## src/verilog/tsa_pkg.sv

```systemverilog
/*
  tsa_pkg: shared constants and types of the pcm time slot assigner.
  Assumes one system clock; all pin timing is recovered by sampling.
*/
package tsa_pkg;

  // ==========================================================
  // apb register map
  localparam int             APB_AW          = 8;
  localparam logic [7:0]     CTRL_OFFSET     = 8'h00;
  localparam logic [7:0]     STATUS_OFFSET   = 8'h04;
  localparam logic [7:0]     WORDS_OFFSET    = 8'h08;
  localparam int             CTRL_VARIANT_BIT = 0;

  // ==========================================================
  // positions of the sampled pins in the synchroniser vector
  localparam int PIN_PORT_CLK  = 0;
  localparam int PIN_GROUP_SEL = 1;
  localparam int PIN_SLOT_DI   = 2;
  localparam int PIN_STAT_DI   = 3;
  localparam int PIN_TX_FS     = 4;
  localparam int PIN_RX_FS     = 5;
  localparam int PIN_BCLK1     = 6;
  localparam int PIN_BCLK2     = 7;
  localparam int PIN_RING_CLR  = 8;
  localparam int PIN_HOOK      = 9;
  localparam int PIN_ID_LSB    = 10;
  localparam int ID_W          = 5;
  localparam int PIN_W         = 15;

  // ==========================================================
  // framing and serial word layout
  localparam int             SLOT_SHIFT      = 3;       // eight bits per slot
  localparam int             SLOT_W          = 6;
  localparam int             BIT_CNT_W       = 9;
  localparam logic [8:0]     BIT_CNT_MAX     = 9'h1ff;
  localparam logic [1:0]     ACK_DELAY_EDGES = 2'h3;
  localparam logic [2:0]     WORD_LAST_BIT   = 3'h7;
  localparam int             MODE_MSB        = 7;
  localparam int             MODE_LSB        = 6;
  localparam int             STAT_MSB        = 7;
  localparam int             STAT_LSB        = 5;

  // mode field as {first bit, second bit}
  localparam logic [1:0]     MODE_BOTH       = 2'h0;
  localparam logic [1:0]     MODE_TX_ONLY    = 2'h1;
  localparam logic [1:0]     MODE_RX_ONLY    = 2'h2;
  localparam logic [1:0]     MODE_IDLE       = 2'h3;

  // ==========================================================
  // reset values
  localparam logic           RST_VARIANT     = 1'h0;
  localparam logic [5:0]     RST_SLOT        = 6'h00;
  localparam logic           RST_OFF         = 1'h1;
  localparam logic [2:0]     RST_STATUS      = 3'h0;
  localparam logic           RST_POWER_N     = 1'h1;

  // ==========================================================
  // serial port states
  typedef enum logic [1:0] {
    PORT_READY,
    PORT_FULL,
    PORT_ACK_WAIT,
    PORT_ACK_LOW
  } tsa_port_e;

  // read-only status register layout
  typedef struct packed {
    logic [10:0] pad;
    tsa_port_e   port_state;
    logic        power_down_n;
    logic [2:0]  line_status;
    logic        ack_low;
    logic        rx_off;
    logic        tx_off;
    logic [5:0]  rx_slot;
    logic [5:0]  tx_slot;
  } tsa_status_s;

endpackage

```

## src/verilog/tsa_slot_assigner.sv

```systemverilog
/*
  tsa_slot_assigner: per-channel time slot assigner for a pcm codec.
  Serial programming port, slot enable generation, acknowledge,
  status, power-down and hook multiplexing, plus an apb slave.
  Assumes all pins are asynchronous to clk_sys and slow against it
  (bit clocks up to a few MHz, port clock well below that); every
  pin passes two flip-flops before use. Open-drain pins are given
  as level and enable; the wire and its pull-up live outside.
*/
// Design decisions made here: the address map and the APB interface to the registers.
`timescale 1ns/100ps

// Function
// RQ1 - acknowledge low three bit clocks after sync
// RQ2 - only the matching accepting unit acknowledges
// RQ3 - acknowledge is open drain, pulled up
// RQ4 - slot rate is bit clock over eight
// RQ5 - variant selects bit clock for receive
// RQ6 - frame sync leading edge marks bit zero
// RQ7 - addressed slot zeros may differ by bits
// RQ8 - group variant framing fully independent
// RQ9 - enable high eight bits at slot number
// RQ10 - slot one covers bits eight to fifteen
// RQ11 - words arrive first bit first, fixed layout
// RQ12 - mode 00 loads both, enables both
// RQ13 - mode 10 loads receive only
// RQ14 - mode 01 loads transmit only
// RQ15 - mode 11 idles, disables enables; group variant disables transmit only, receive keeps running
// RQ16 - accepted transfer loads status outputs
// RQ17 - power down follows mode bits
// RQ18 - hook out inverted during transmit slot
// RQ19 - hook keeps working while transmit disabled
// RQ20 - host shares lines, selects group
// RQ21 - capture both words on falling port clock
// RQ22 - host holds select until acknowledge
// RQ23 - addressed variant accepts only on match
// RQ24 - ring clear forces status two low
// RQ25 - transfer crosses safely into framing logic
// RQ26 - port ready again after acknowledge frame
module tsa_slot_assigner (
  // system
  input  wire logic                        clk_sys,
  input  wire logic                        rst_n,
  // apb slave
  input  wire logic                        psel,
  input  wire logic                        penable,
  input  wire logic                        pwrite,
  input  wire logic [tsa_pkg::APB_AW-1:0]  paddr,
  input  wire logic [31:0]                 pwdata,
  input  wire logic [3:0]                  pstrb,
  output logic                             pready,
  output logic [31:0]                      prdata,
  output logic                             pslverr,
  // serial programming port
  input  wire logic                        port_clock,
  input  wire logic                        group_select,
  input  wire logic                        slot_mode_serial_in,
  input  wire logic                        status_address_serial_in,
  input  wire logic [tsa_pkg::ID_W-1:0]    hardwired_unit_id,
  output logic                             ack_out,
  output logic                             ack_oe,
  // framing
  input  wire logic                        primary_bit_clock,
  input  wire logic                        secondary_bit_clock,
  input  wire logic                        transmit_frame_sync,
  input  wire logic                        receive_frame_sync,
  output logic                             transmit_slot_enable,
  output logic                             receive_slot_enable,
  // supervision
  input  wire logic                        ring_bit_clear,
  input  wire logic                        hook_state_in,
  output logic [2:0]                       line_status_outputs,
  output logic                             idle_power_down_n,
  output logic                             hook_bus_out_n,
  output logic                             hook_oe
);

  // ==========================================================
  // state of the whole block
  typedef struct packed {
    logic [tsa_pkg::PIN_W-1:0]     sync1;
    logic [tsa_pkg::PIN_W-1:0]     sync2;
    logic [tsa_pkg::PIN_W-1:0]     prev;
    logic                          variant_group;
    tsa_pkg::tsa_port_e            port_state;
    logic [2:0]                    shift_cnt;
    logic [7:0]                    slot_word;
    logic [7:0]                    stat_word;
    logic                          accepted;
    logic [1:0]                    ack_cnt;
    logic [tsa_pkg::BIT_CNT_W-1:0] tx_cnt;
    logic [tsa_pkg::BIT_CNT_W-1:0] rx_cnt;
    logic                          tx_run;
    logic                          rx_run;
    logic                          tx_fs_seen;
    logic                          rx_fs_seen;
    logic [5:0]                    tx_slot;
    logic [5:0]                    rx_slot;
    logic                          tx_valid;
    logic                          tx_off;
    logic                          rx_off;
    logic                          halted;
    logic                          tx_in_slot;
    logic [2:0]                    status;
    logic                          power_down_n;
    logic                          tx_en;
    logic                          rx_en;
    logic                          hook_oe;
    logic                          ack_oe;
    logic                          od_level;
    logic                          pready;
    logic                          pslverr;
    logic [31:0]                   prdata;
  } tsa_state_s;

  tsa_state_s                 st;
  tsa_state_s                 next_st;
  logic [tsa_pkg::PIN_W-1:0]  pins;
  logic                       port_fall;
  logic                       tx_rise;
  logic                       rx_rise;
  logic                       tx_start;
  logic                       rx_start;
  logic                       apb_access;
  tsa_pkg::tsa_status_s       status_word;

  // ==========================================================
  // pin gathering and edge detection on synchronised copies
  assign pins = {hardwired_unit_id, hook_state_in, ring_bit_clear,
                 secondary_bit_clock, primary_bit_clock,
                 receive_frame_sync, transmit_frame_sync,
                 status_address_serial_in, slot_mode_serial_in,
                 group_select, port_clock};

  // falling port clock takes a bit; bit clock rising edges time frames
  assign port_fall = st.prev[tsa_pkg::PIN_PORT_CLK] & ~st.sync2[tsa_pkg::PIN_PORT_CLK];
  assign tx_rise   = st.sync2[tsa_pkg::PIN_BCLK1] & ~st.prev[tsa_pkg::PIN_BCLK1];   // [RQ5]
  assign rx_rise   = st.variant_group                                               // [RQ5]
                     ? (st.sync2[tsa_pkg::PIN_BCLK2] & ~st.prev[tsa_pkg::PIN_BCLK2])
                     : tx_rise;

  // sync high at a bit clock edge where it was low at the previous one
  assign tx_start = tx_rise & st.sync2[tsa_pkg::PIN_TX_FS] & ~st.tx_fs_seen;        // [RQ6]
  assign rx_start = rx_rise & st.sync2[tsa_pkg::PIN_RX_FS] & ~st.rx_fs_seen;        // [RQ6]

  // zero-wait-free apb: answer one cycle into the access phase
  assign apb_access = psel & penable & ~st.pready;

  // status register view
  always_comb begin
    status_word              = '0;
    status_word.port_state   = st.port_state;
    status_word.power_down_n = st.power_down_n;
    status_word.line_status  = st.status;
    status_word.ack_low      = st.ack_oe;
    status_word.rx_off       = st.rx_off;
    status_word.tx_off       = st.tx_off;
    status_word.rx_slot      = st.rx_slot;
    status_word.tx_slot      = st.tx_slot;
  end

  // ==========================================================
  // next state of the whole block
  always_comb begin
    logic [1:0] mode;
    logic [7:0] new_slot_word;
    logic [7:0] new_stat_word;
    mode          = st.slot_word[tsa_pkg::MODE_MSB:tsa_pkg::MODE_LSB];
    new_slot_word = {st.slot_word[6:0], st.sync2[tsa_pkg::PIN_SLOT_DI]};
    new_stat_word = {st.stat_word[6:0], st.sync2[tsa_pkg::PIN_STAT_DI]};
    next_st       = st;

    // two-stage synchronisers and a delayed copy for edges
    next_st.sync1 = pins;                                                           // [RQ25]
    next_st.sync2 = st.sync1;                                                       // [RQ25]
    next_st.prev  = st.sync2;

    // serial port: shift both words while selected
    if (st.port_state == tsa_pkg::PORT_READY) begin
      if (!st.sync2[tsa_pkg::PIN_GROUP_SEL]) begin
        next_st.shift_cnt = 3'h0;                      // select low restarts a word
      end else if (port_fall) begin
        next_st.slot_word = new_slot_word;                                          // [RQ21] [RQ11]
        next_st.stat_word = new_stat_word;                                          // [RQ21] [RQ11]
        if (st.shift_cnt == tsa_pkg::WORD_LAST_BIT) begin
          next_st.shift_cnt  = 3'h0;
          next_st.port_state = tsa_pkg::PORT_FULL;                                  // [RQ25]
          next_st.accepted   = st.variant_group ||                                  // [RQ23]
                               (new_stat_word[tsa_pkg::ID_W-1:0] ==
                                st.sync2[tsa_pkg::PIN_ID_LSB +: tsa_pkg::ID_W]);
        end else begin
          next_st.shift_cnt = st.shift_cnt + 3'h1;
        end
      end
    end

    // word takes effect at the next transmit frame start
    if (tx_start && st.port_state == tsa_pkg::PORT_FULL) begin
      if (st.accepted) begin
        case (mode)
          tsa_pkg::MODE_BOTH: begin
            next_st.tx_slot  = st.slot_word[tsa_pkg::SLOT_W-1:0];                   // [RQ12]
            next_st.rx_slot  = st.slot_word[tsa_pkg::SLOT_W-1:0];                   // [RQ12]
            next_st.tx_valid = 1'b1;
            next_st.tx_off   = 1'b0;                                                // [RQ12]
            next_st.rx_off   = 1'b0;
            next_st.halted   = 1'b0;
          end
          tsa_pkg::MODE_TX_ONLY: begin
            next_st.tx_slot  = st.slot_word[tsa_pkg::SLOT_W-1:0];                   // [RQ14]
            next_st.tx_valid = 1'b1;
            next_st.tx_off   = 1'b0;
            next_st.rx_off   = 1'b0;
            next_st.halted   = 1'b0;
          end
          tsa_pkg::MODE_RX_ONLY: begin
            next_st.rx_slot = st.slot_word[tsa_pkg::SLOT_W-1:0];                    // [RQ13]
            next_st.rx_off  = 1'b0;
            next_st.halted  = 1'b0;
          end
          tsa_pkg::MODE_IDLE: begin
            next_st.tx_off = 1'b1;                                                  // [RQ15]
            if (!st.variant_group) begin
              next_st.rx_off = 1'b1;                                                // [RQ15]
              next_st.halted = 1'b1;                                                // [RQ15]
            end
          end
          default: begin
            next_st.halted = st.halted;
          end
        endcase
        if (!st.variant_group) begin
          next_st.status = st.stat_word[tsa_pkg::STAT_MSB:tsa_pkg::STAT_LSB];       // [RQ16]
        end else begin
          next_st.power_down_n = (mode != tsa_pkg::MODE_IDLE);                      // [RQ17]
        end
        next_st.ack_cnt    = 2'h0;
        next_st.port_state = tsa_pkg::PORT_ACK_WAIT;                                // [RQ2]
      end else begin
        next_st.port_state = tsa_pkg::PORT_READY;                                   // [RQ16]
      end
    end else if (tx_start && st.port_state == tsa_pkg::PORT_ACK_LOW) begin
      next_st.ack_oe     = 1'b0;                                                    // [RQ1]
      next_st.port_state = tsa_pkg::PORT_READY;                                     // [RQ26]
    end else if (tx_rise && st.port_state == tsa_pkg::PORT_ACK_WAIT) begin
      if (st.ack_cnt == tsa_pkg::ACK_DELAY_EDGES - 2'h1) begin
        next_st.ack_oe     = 1'b1;                                                  // [RQ1] [RQ3]
        next_st.port_state = tsa_pkg::PORT_ACK_LOW;
      end else begin
        next_st.ack_cnt = st.ack_cnt + 2'h1;
      end
    end

    // transmit framing on the primary bit clock
    if (tx_rise) begin
      next_st.tx_fs_seen = st.sync2[tsa_pkg::PIN_TX_FS];
      if (tx_start) begin
        next_st.tx_cnt = '0;                                                        // [RQ6]
        next_st.tx_run = 1'b1;
      end else if (st.tx_run) begin
        if (st.tx_cnt == tsa_pkg::BIT_CNT_MAX) begin
          next_st.tx_run = 1'b0;
        end else begin
          next_st.tx_cnt = st.tx_cnt + 9'h001;                                      // [RQ4]
        end
      end
      if (next_st.halted) begin
        next_st.tx_run = 1'b0;                                                      // [RQ15]
      end
      next_st.tx_in_slot = next_st.tx_run &&                                        // [RQ9] [RQ10]
                           (next_st.tx_cnt[tsa_pkg::BIT_CNT_W-1:tsa_pkg::SLOT_SHIFT]
                            == next_st.tx_slot);
      next_st.tx_en = next_st.tx_in_slot && !next_st.tx_off;                        // [RQ9]
    end

    // receive framing on the variant-selected bit clock and its own sync
    if (rx_rise) begin
      next_st.rx_fs_seen = st.sync2[tsa_pkg::PIN_RX_FS];                            // [RQ7] [RQ8]
      if (rx_start) begin
        next_st.rx_cnt = '0;                                                        // [RQ6]
        next_st.rx_run = 1'b1;
      end else if (st.rx_run) begin
        if (st.rx_cnt == tsa_pkg::BIT_CNT_MAX) begin
          next_st.rx_run = 1'b0;
        end else begin
          next_st.rx_cnt = st.rx_cnt + 9'h001;                                      // [RQ4]
        end
      end
      if (next_st.halted) begin
        next_st.rx_run = 1'b0;                                                      // [RQ15]
      end
      next_st.rx_en = next_st.rx_run && !next_st.rx_off &&                          // [RQ9] [RQ10]
                      (next_st.rx_cnt[tsa_pkg::BIT_CNT_W-1:tsa_pkg::SLOT_SHIFT]
                       == next_st.rx_slot);
    end

    // halting also drops enables between edges
    if (next_st.halted) begin
      next_st.tx_en = 1'b0;
      next_st.rx_en = 1'b0;
    end

    // hook bus, group variant only: pull low while in the transmit slot and hook is high
    next_st.hook_oe = next_st.tx_in_slot && next_st.tx_valid &&                     // [RQ18] [RQ19]
                      st.variant_group && st.sync2[tsa_pkg::PIN_HOOK];

    // ring clear wins over any load of status bit two
    if (st.sync2[tsa_pkg::PIN_RING_CLR]) begin
      next_st.status[2] = 1'b0;                                                     // [RQ24]
    end

    // open-drain pins only ever drive low
    next_st.od_level = 1'b0;                                                        // [RQ3]

    // apb slave: answer, decode, write control, read views
    next_st.pready  = 1'b0;
    next_st.pslverr = 1'b0;
    next_st.prdata  = 32'h0000_0000;
    if (apb_access) begin
      next_st.pready = 1'b1;
      case (paddr)
        tsa_pkg::CTRL_OFFSET: begin
          if (pwrite && pstrb[0]) begin
            next_st.variant_group = pwdata[tsa_pkg::CTRL_VARIANT_BIT];
          end
          if (!pwrite) begin
            next_st.prdata[tsa_pkg::CTRL_VARIANT_BIT] = st.variant_group;
          end
        end
        tsa_pkg::STATUS_OFFSET: begin
          if (!pwrite) begin
            next_st.prdata = status_word;
          end
        end
        tsa_pkg::WORDS_OFFSET: begin
          if (!pwrite) begin
            next_st.prdata = {16'h0000, st.stat_word, st.slot_word};
          end
        end
        default: begin
          next_st.pslverr = 1'b1;                    // unmapped address
        end
      endcase
    end
  end

  // ==========================================================
  // state register with synchronous reset
  always_ff @(posedge clk_sys) begin
    if (!rst_n) begin
      st               <= '0;
      st.port_state    <= tsa_pkg::PORT_READY;
      st.variant_group <= tsa_pkg::RST_VARIANT;
      st.tx_slot       <= tsa_pkg::RST_SLOT;
      st.rx_slot       <= tsa_pkg::RST_SLOT;
      st.tx_off        <= tsa_pkg::RST_OFF;
      st.rx_off        <= tsa_pkg::RST_OFF;
      st.status        <= tsa_pkg::RST_STATUS;
      st.power_down_n  <= tsa_pkg::RST_POWER_N;
    end else begin
      st <= next_st;
    end
  end

  // ==========================================================
  // outputs straight from the state register
  assign pready               = st.pready;
  assign prdata               = st.prdata;
  assign pslverr              = st.pslverr;
  assign ack_out              = st.od_level;
  assign ack_oe               = st.ack_oe;
  assign transmit_slot_enable = st.tx_en;
  assign receive_slot_enable  = st.rx_en;
  assign line_status_outputs  = st.status;
  assign idle_power_down_n    = st.power_down_n;
  assign hook_bus_out_n       = st.od_level;
  assign hook_oe              = st.hook_oe;

endmodule

```

## config.mk

```make
export PLATFORM = sky130hd
export DESIGN_NAME = tsa_slot_assigner
export DESIGN_NICKNAME = d
export VERILOG_FILES = /design/src/verilog/tsa_pkg.sv /design/src/verilog/tsa_slot_assigner.sv
export SDC_FILE = /design/constraint.sdc
export NUM_CORES = 1
export LEC_CHECK = 0
export BUFFER_PORTS_ARGS = -buffer_cell sky130_fd_sc_hd__buf_2
export CAP_MARGIN = 10
export CORE_MARGIN = 3
export CORE_UTILIZATION = 35
export DETAILED_ROUTE_END_ITERATION = 12
export GPL_ROUTABILITY_DRIVEN = 0
export GPL_TIMING_DRIVEN = 0
export PLACE_DENSITY_LB_ADDON = 0.2
export RECOVER_POWER = 100
export SKIP_LAST_GASP = 1
export SLEW_MARGIN = 20
export SYNTH_ARGS = -nofsm -noshare
export SYNTH_HDL_FRONTEND = slang
export SYNTH_SLANG_ARGS = --single-unit
```

## constraint.sdc

```tcl
create_clock -name clk_sys -period 1.93 [get_ports clk_sys]
set_clock_uncertainty 0.2 [all_clocks]
set_input_delay 0.386 -clock clk_sys [delete_from_list [all_inputs] [get_ports clk_sys]]
set_output_delay 0.386 -clock clk_sys [all_outputs]
set_load 0.02 [all_outputs]
```

==> flow_metrics.tcl <==
set metrics [dict create \
    hold_end "pready" \
    yosys_most_used_dff "dfxtp_1" \
    cap_violations 0 \
    hold_start "rst_n" \
    hold_path_class "in -> reg" \
    wl_um 14290 \
    ys_top_cells_by_area "dfxtp_1, buf_4, and2_1, a21oi_1, nand2_1" \
    met1_usage 0.2197 \
    coreArea_um2 14860 \
    avgRoutedWirePerCell_um 15.46 \
    final_nets 796 \
    cp_max_fo 6 \
    diodes 0 \
    fillers 1418 \
    critPathMaxStageDelay_ns 0.49 \
    vias_per_cell 5.126 \
    syn_avg_cell_area_um2 8.885 \
    p_per_area_nw_per_um2 830.7 \
    hpwl_um 10010 \
    min_period_over_period 1.133 \
    yosysTopAreaCell "dfxtp_1" \
    dr_total_vias 4736 \
    slew_violations 0 \
    timing.final.hold_violations 0 \
    cts_buffers 17 \
    synth_area_um2 5438 \
    netlist_instances 612 \
    clk_transition_reported_paths_ns 0.06 \
    hold_depth 3 \
    die_w_um 130.6 \
    synthToLayoutAreaGrowth_pct 31.45 \
    grt.busiest_layer "met2" \
    period_minus_slack_ns 2.186 \
    worst_slew_pin_slew_ns 0.6693 \
    grt_max_degree 17 \
    die_area_um2 17070 \
    drtAntennaViolNets 0 \
    met2_usage 0.2747 \
    drc 0 \
    power.leakage_nw 2.704 \
    cts-root-buf "clkbuf_16" \
    start_util 0.3658 \
    antenna_found_initial 0 \
    end_kind "flip-flop" \
    drive_gt1_frac 0.2473 \
    yosysWarnings 0 \
    r2r_start "st[113]" \
    clock_latency_ns 0.41 \
    portBuffers 60 \
    worst_ep_arrival_time_ns 2.32 \
    htree_levels 4 \
    r2r_cells 6 \
    violations "setup timing" \
    met3_usage 0.03943 \
    whs_ns 0.04730 \
    synth_seq_area_share 0.4712 \
    cts_buffer_depth 2 \
    power.total_w 0.005938 \
    setup_viol 5 \
    drt_iter0_markers 275 \
    ys_async_sr_fraction 0 \
    final_cell_mix "dfxtp_1, nand2_1, nor2_1" \
    clkSinkCount 128 \
    first_pass_iters 5 \
    start_kind "flip-flop" \
    status "finished, violations left" \
    r2r_end "st[43]" \
    final.setup.tns_ns -0.9204 \
    cp.required_ns 2.06 \
    ios 108 \
    track_usage 0.1692 \
    irDropWorstVdd_v 0.0006507 \
    grt_pass1_wl_um 22250 \
    max_freq_mhz 457.4 \
    cp_cell_sequence "nand4bb_4 -> or3_4 -> mux2i_4 -> xor2_1 -> nand4_1 -> o31ai_1" \
    rsz0062_at_grt "yes" \
    final.setup.worst_slack_ns -0.2560 \
    layout_commonest_cell "dfxtp_1" \
    die_y_um 130.6 \
    worst_path_max_delay_cell "or3_4" \
    ys_types 58 \
    crit_type "reg -> reg" \
    relSlewSlack 0.5538 \
    rows 44 \
    ys_seq_elements 128 \
    grt_pass1_vias 4352 \
    synth_edf_count 0 \
    netlist.area_leader.share 0.4712 \
    tritoncts "built" \
    grt_overflow 0 \
    regToRegSetupSlack_ns -0.26 \
]
==> power breakdown <==
| part | switching [W] | leakage, nW | internal [W] |
|---|---|---|---|
| Combinational | 0.000131 | 1.38 | 0.0000970 |
| Sequential | 0.0000146 | 1.05 | 0.00267 |
| Clock | 0.00111 | 0.275 | 0.00191 |
| Total | 0.00125 | 2.70 | 0.00468 |
==> Yosys cell counts, drive strengths merged (5+ instances only) <==
cell and instances:
a211oi 5, and2 44, inv 8, mux2i 15, dfxtp 128, nand2 66, ha 5, clkbuf 24
buf 46, a21oi 51, xor2 7, nor2 57, and4 6, xnor2 9, nand3 9, o31ai 6
a31oi 7, nand4 15, o21ai 13, a22oi 21, nor3 14
==> how the worst max path moves through the flow <==
stage,startpoint,end,slack (ns),depth (start not counted)
finish,st[113],st[43],-0.26,6
global route,st[64],receive_slot_enable,-0.31,7
CTS,st[105],transmit_slot_enable,-0.18,6
detailed placement,rst_n,st[52],-0.56,6
global placement,rst_n,st[106],-0.59,6
floorplan,st[105],st[43],-0.03,7
==> critical path, delay by kind of cell, from the launching register on <==
| family | cells | cell delay [ns] |
|---|---|---|
| DFF | 1 | 0.34 |
| xor gates and xnor gates | 1 | 0.20 |
| AOI/OAI and AO/OA | 1 | 0.25 |
| muxes | 1 | 0.22 |
| and+or+nand+nor | 3 | 0.90 |
==> registers in the layout (all words and copies together) (netlist names) <==
| register | count |
|---|---|
| idle_power_down_n | 1 |
| st | 67 |
| pready | 1 |
| ack_oe | 1 |
| hook_oe | 1 |
| prdata | 21 |
| next_st | 30 |
| pslverr | 1 |
| transmit_slot_enable | 1 |
| line_status_outputs | 3 |
| receive_slot_enable | 1 |
==> metrics by stage <==
| step | std cells | instance area (um^2) | setup slack (ns) | util |
|---|---|---|---|---|
| 6_report | 924 | 7148 | -0.2560 | 0.4809 |
| 5_1_grt | 924 | 7148 | -0.3101 | 0.4809 |
| 4_1_cts | 918 | 7013 | -0.1840 | 0.4718 |
| 3_5_place_dp | 868 | 6051 | -0.5595 | 0.4071 |
| 3_3_place_gp | 868 | 6051 | -0.5887 | 0.4071 |
| 2_1_floorplan | 624 | 5520 | -0.03306 | - |
==> logic make-up after synthesis <==
logic type / after synthesis / share of synthesized area
compound gates: 125 / 0.1466
xor+xnor: 16 / 0.02577
fa+ha+maj: 5 / 0.01150
buf+inv: 78 / 0.08237
flops: 128 / 0.4712
mux: 16 / 0.03198
other cells: 1 / 0.0006896
simple gates: 243 / 0.2299
==> layer usage <==
layer | up-vias | routed length [um]
li1 | 2330 | -
met1 | 2222 | 6565
met2 | 173 | 6631
met3 | 11 | 925
met4 | 0 | 164
met5 | - | 0
==> what timing repair did <==
action / CTS / global route
pin swaps: 15 / 19
resized for setup: 53 / 38
hold endpoints to repair: 15 / 0
setup buffers: 9 / 9
endpoints found under the setup margin: 48 / 41
hold buffers: 15 / 0
==> layout make-up <==
class,count,area (um^2),area share
well taps,184,230.2,0.03221
plain buffers,61,412.9,0.05776
inverters,8,30.03,0.004201
multi-input cells,418,2779,0.3888
repair buffers,93,543.0,0.07597
flip-flops and latches,128,2589,0.3622
clock buffers,20,446.7,0.06249
clock inverters,12,117.6,0.01645
No activity file was read; power rests on OpenSTA's default activity.
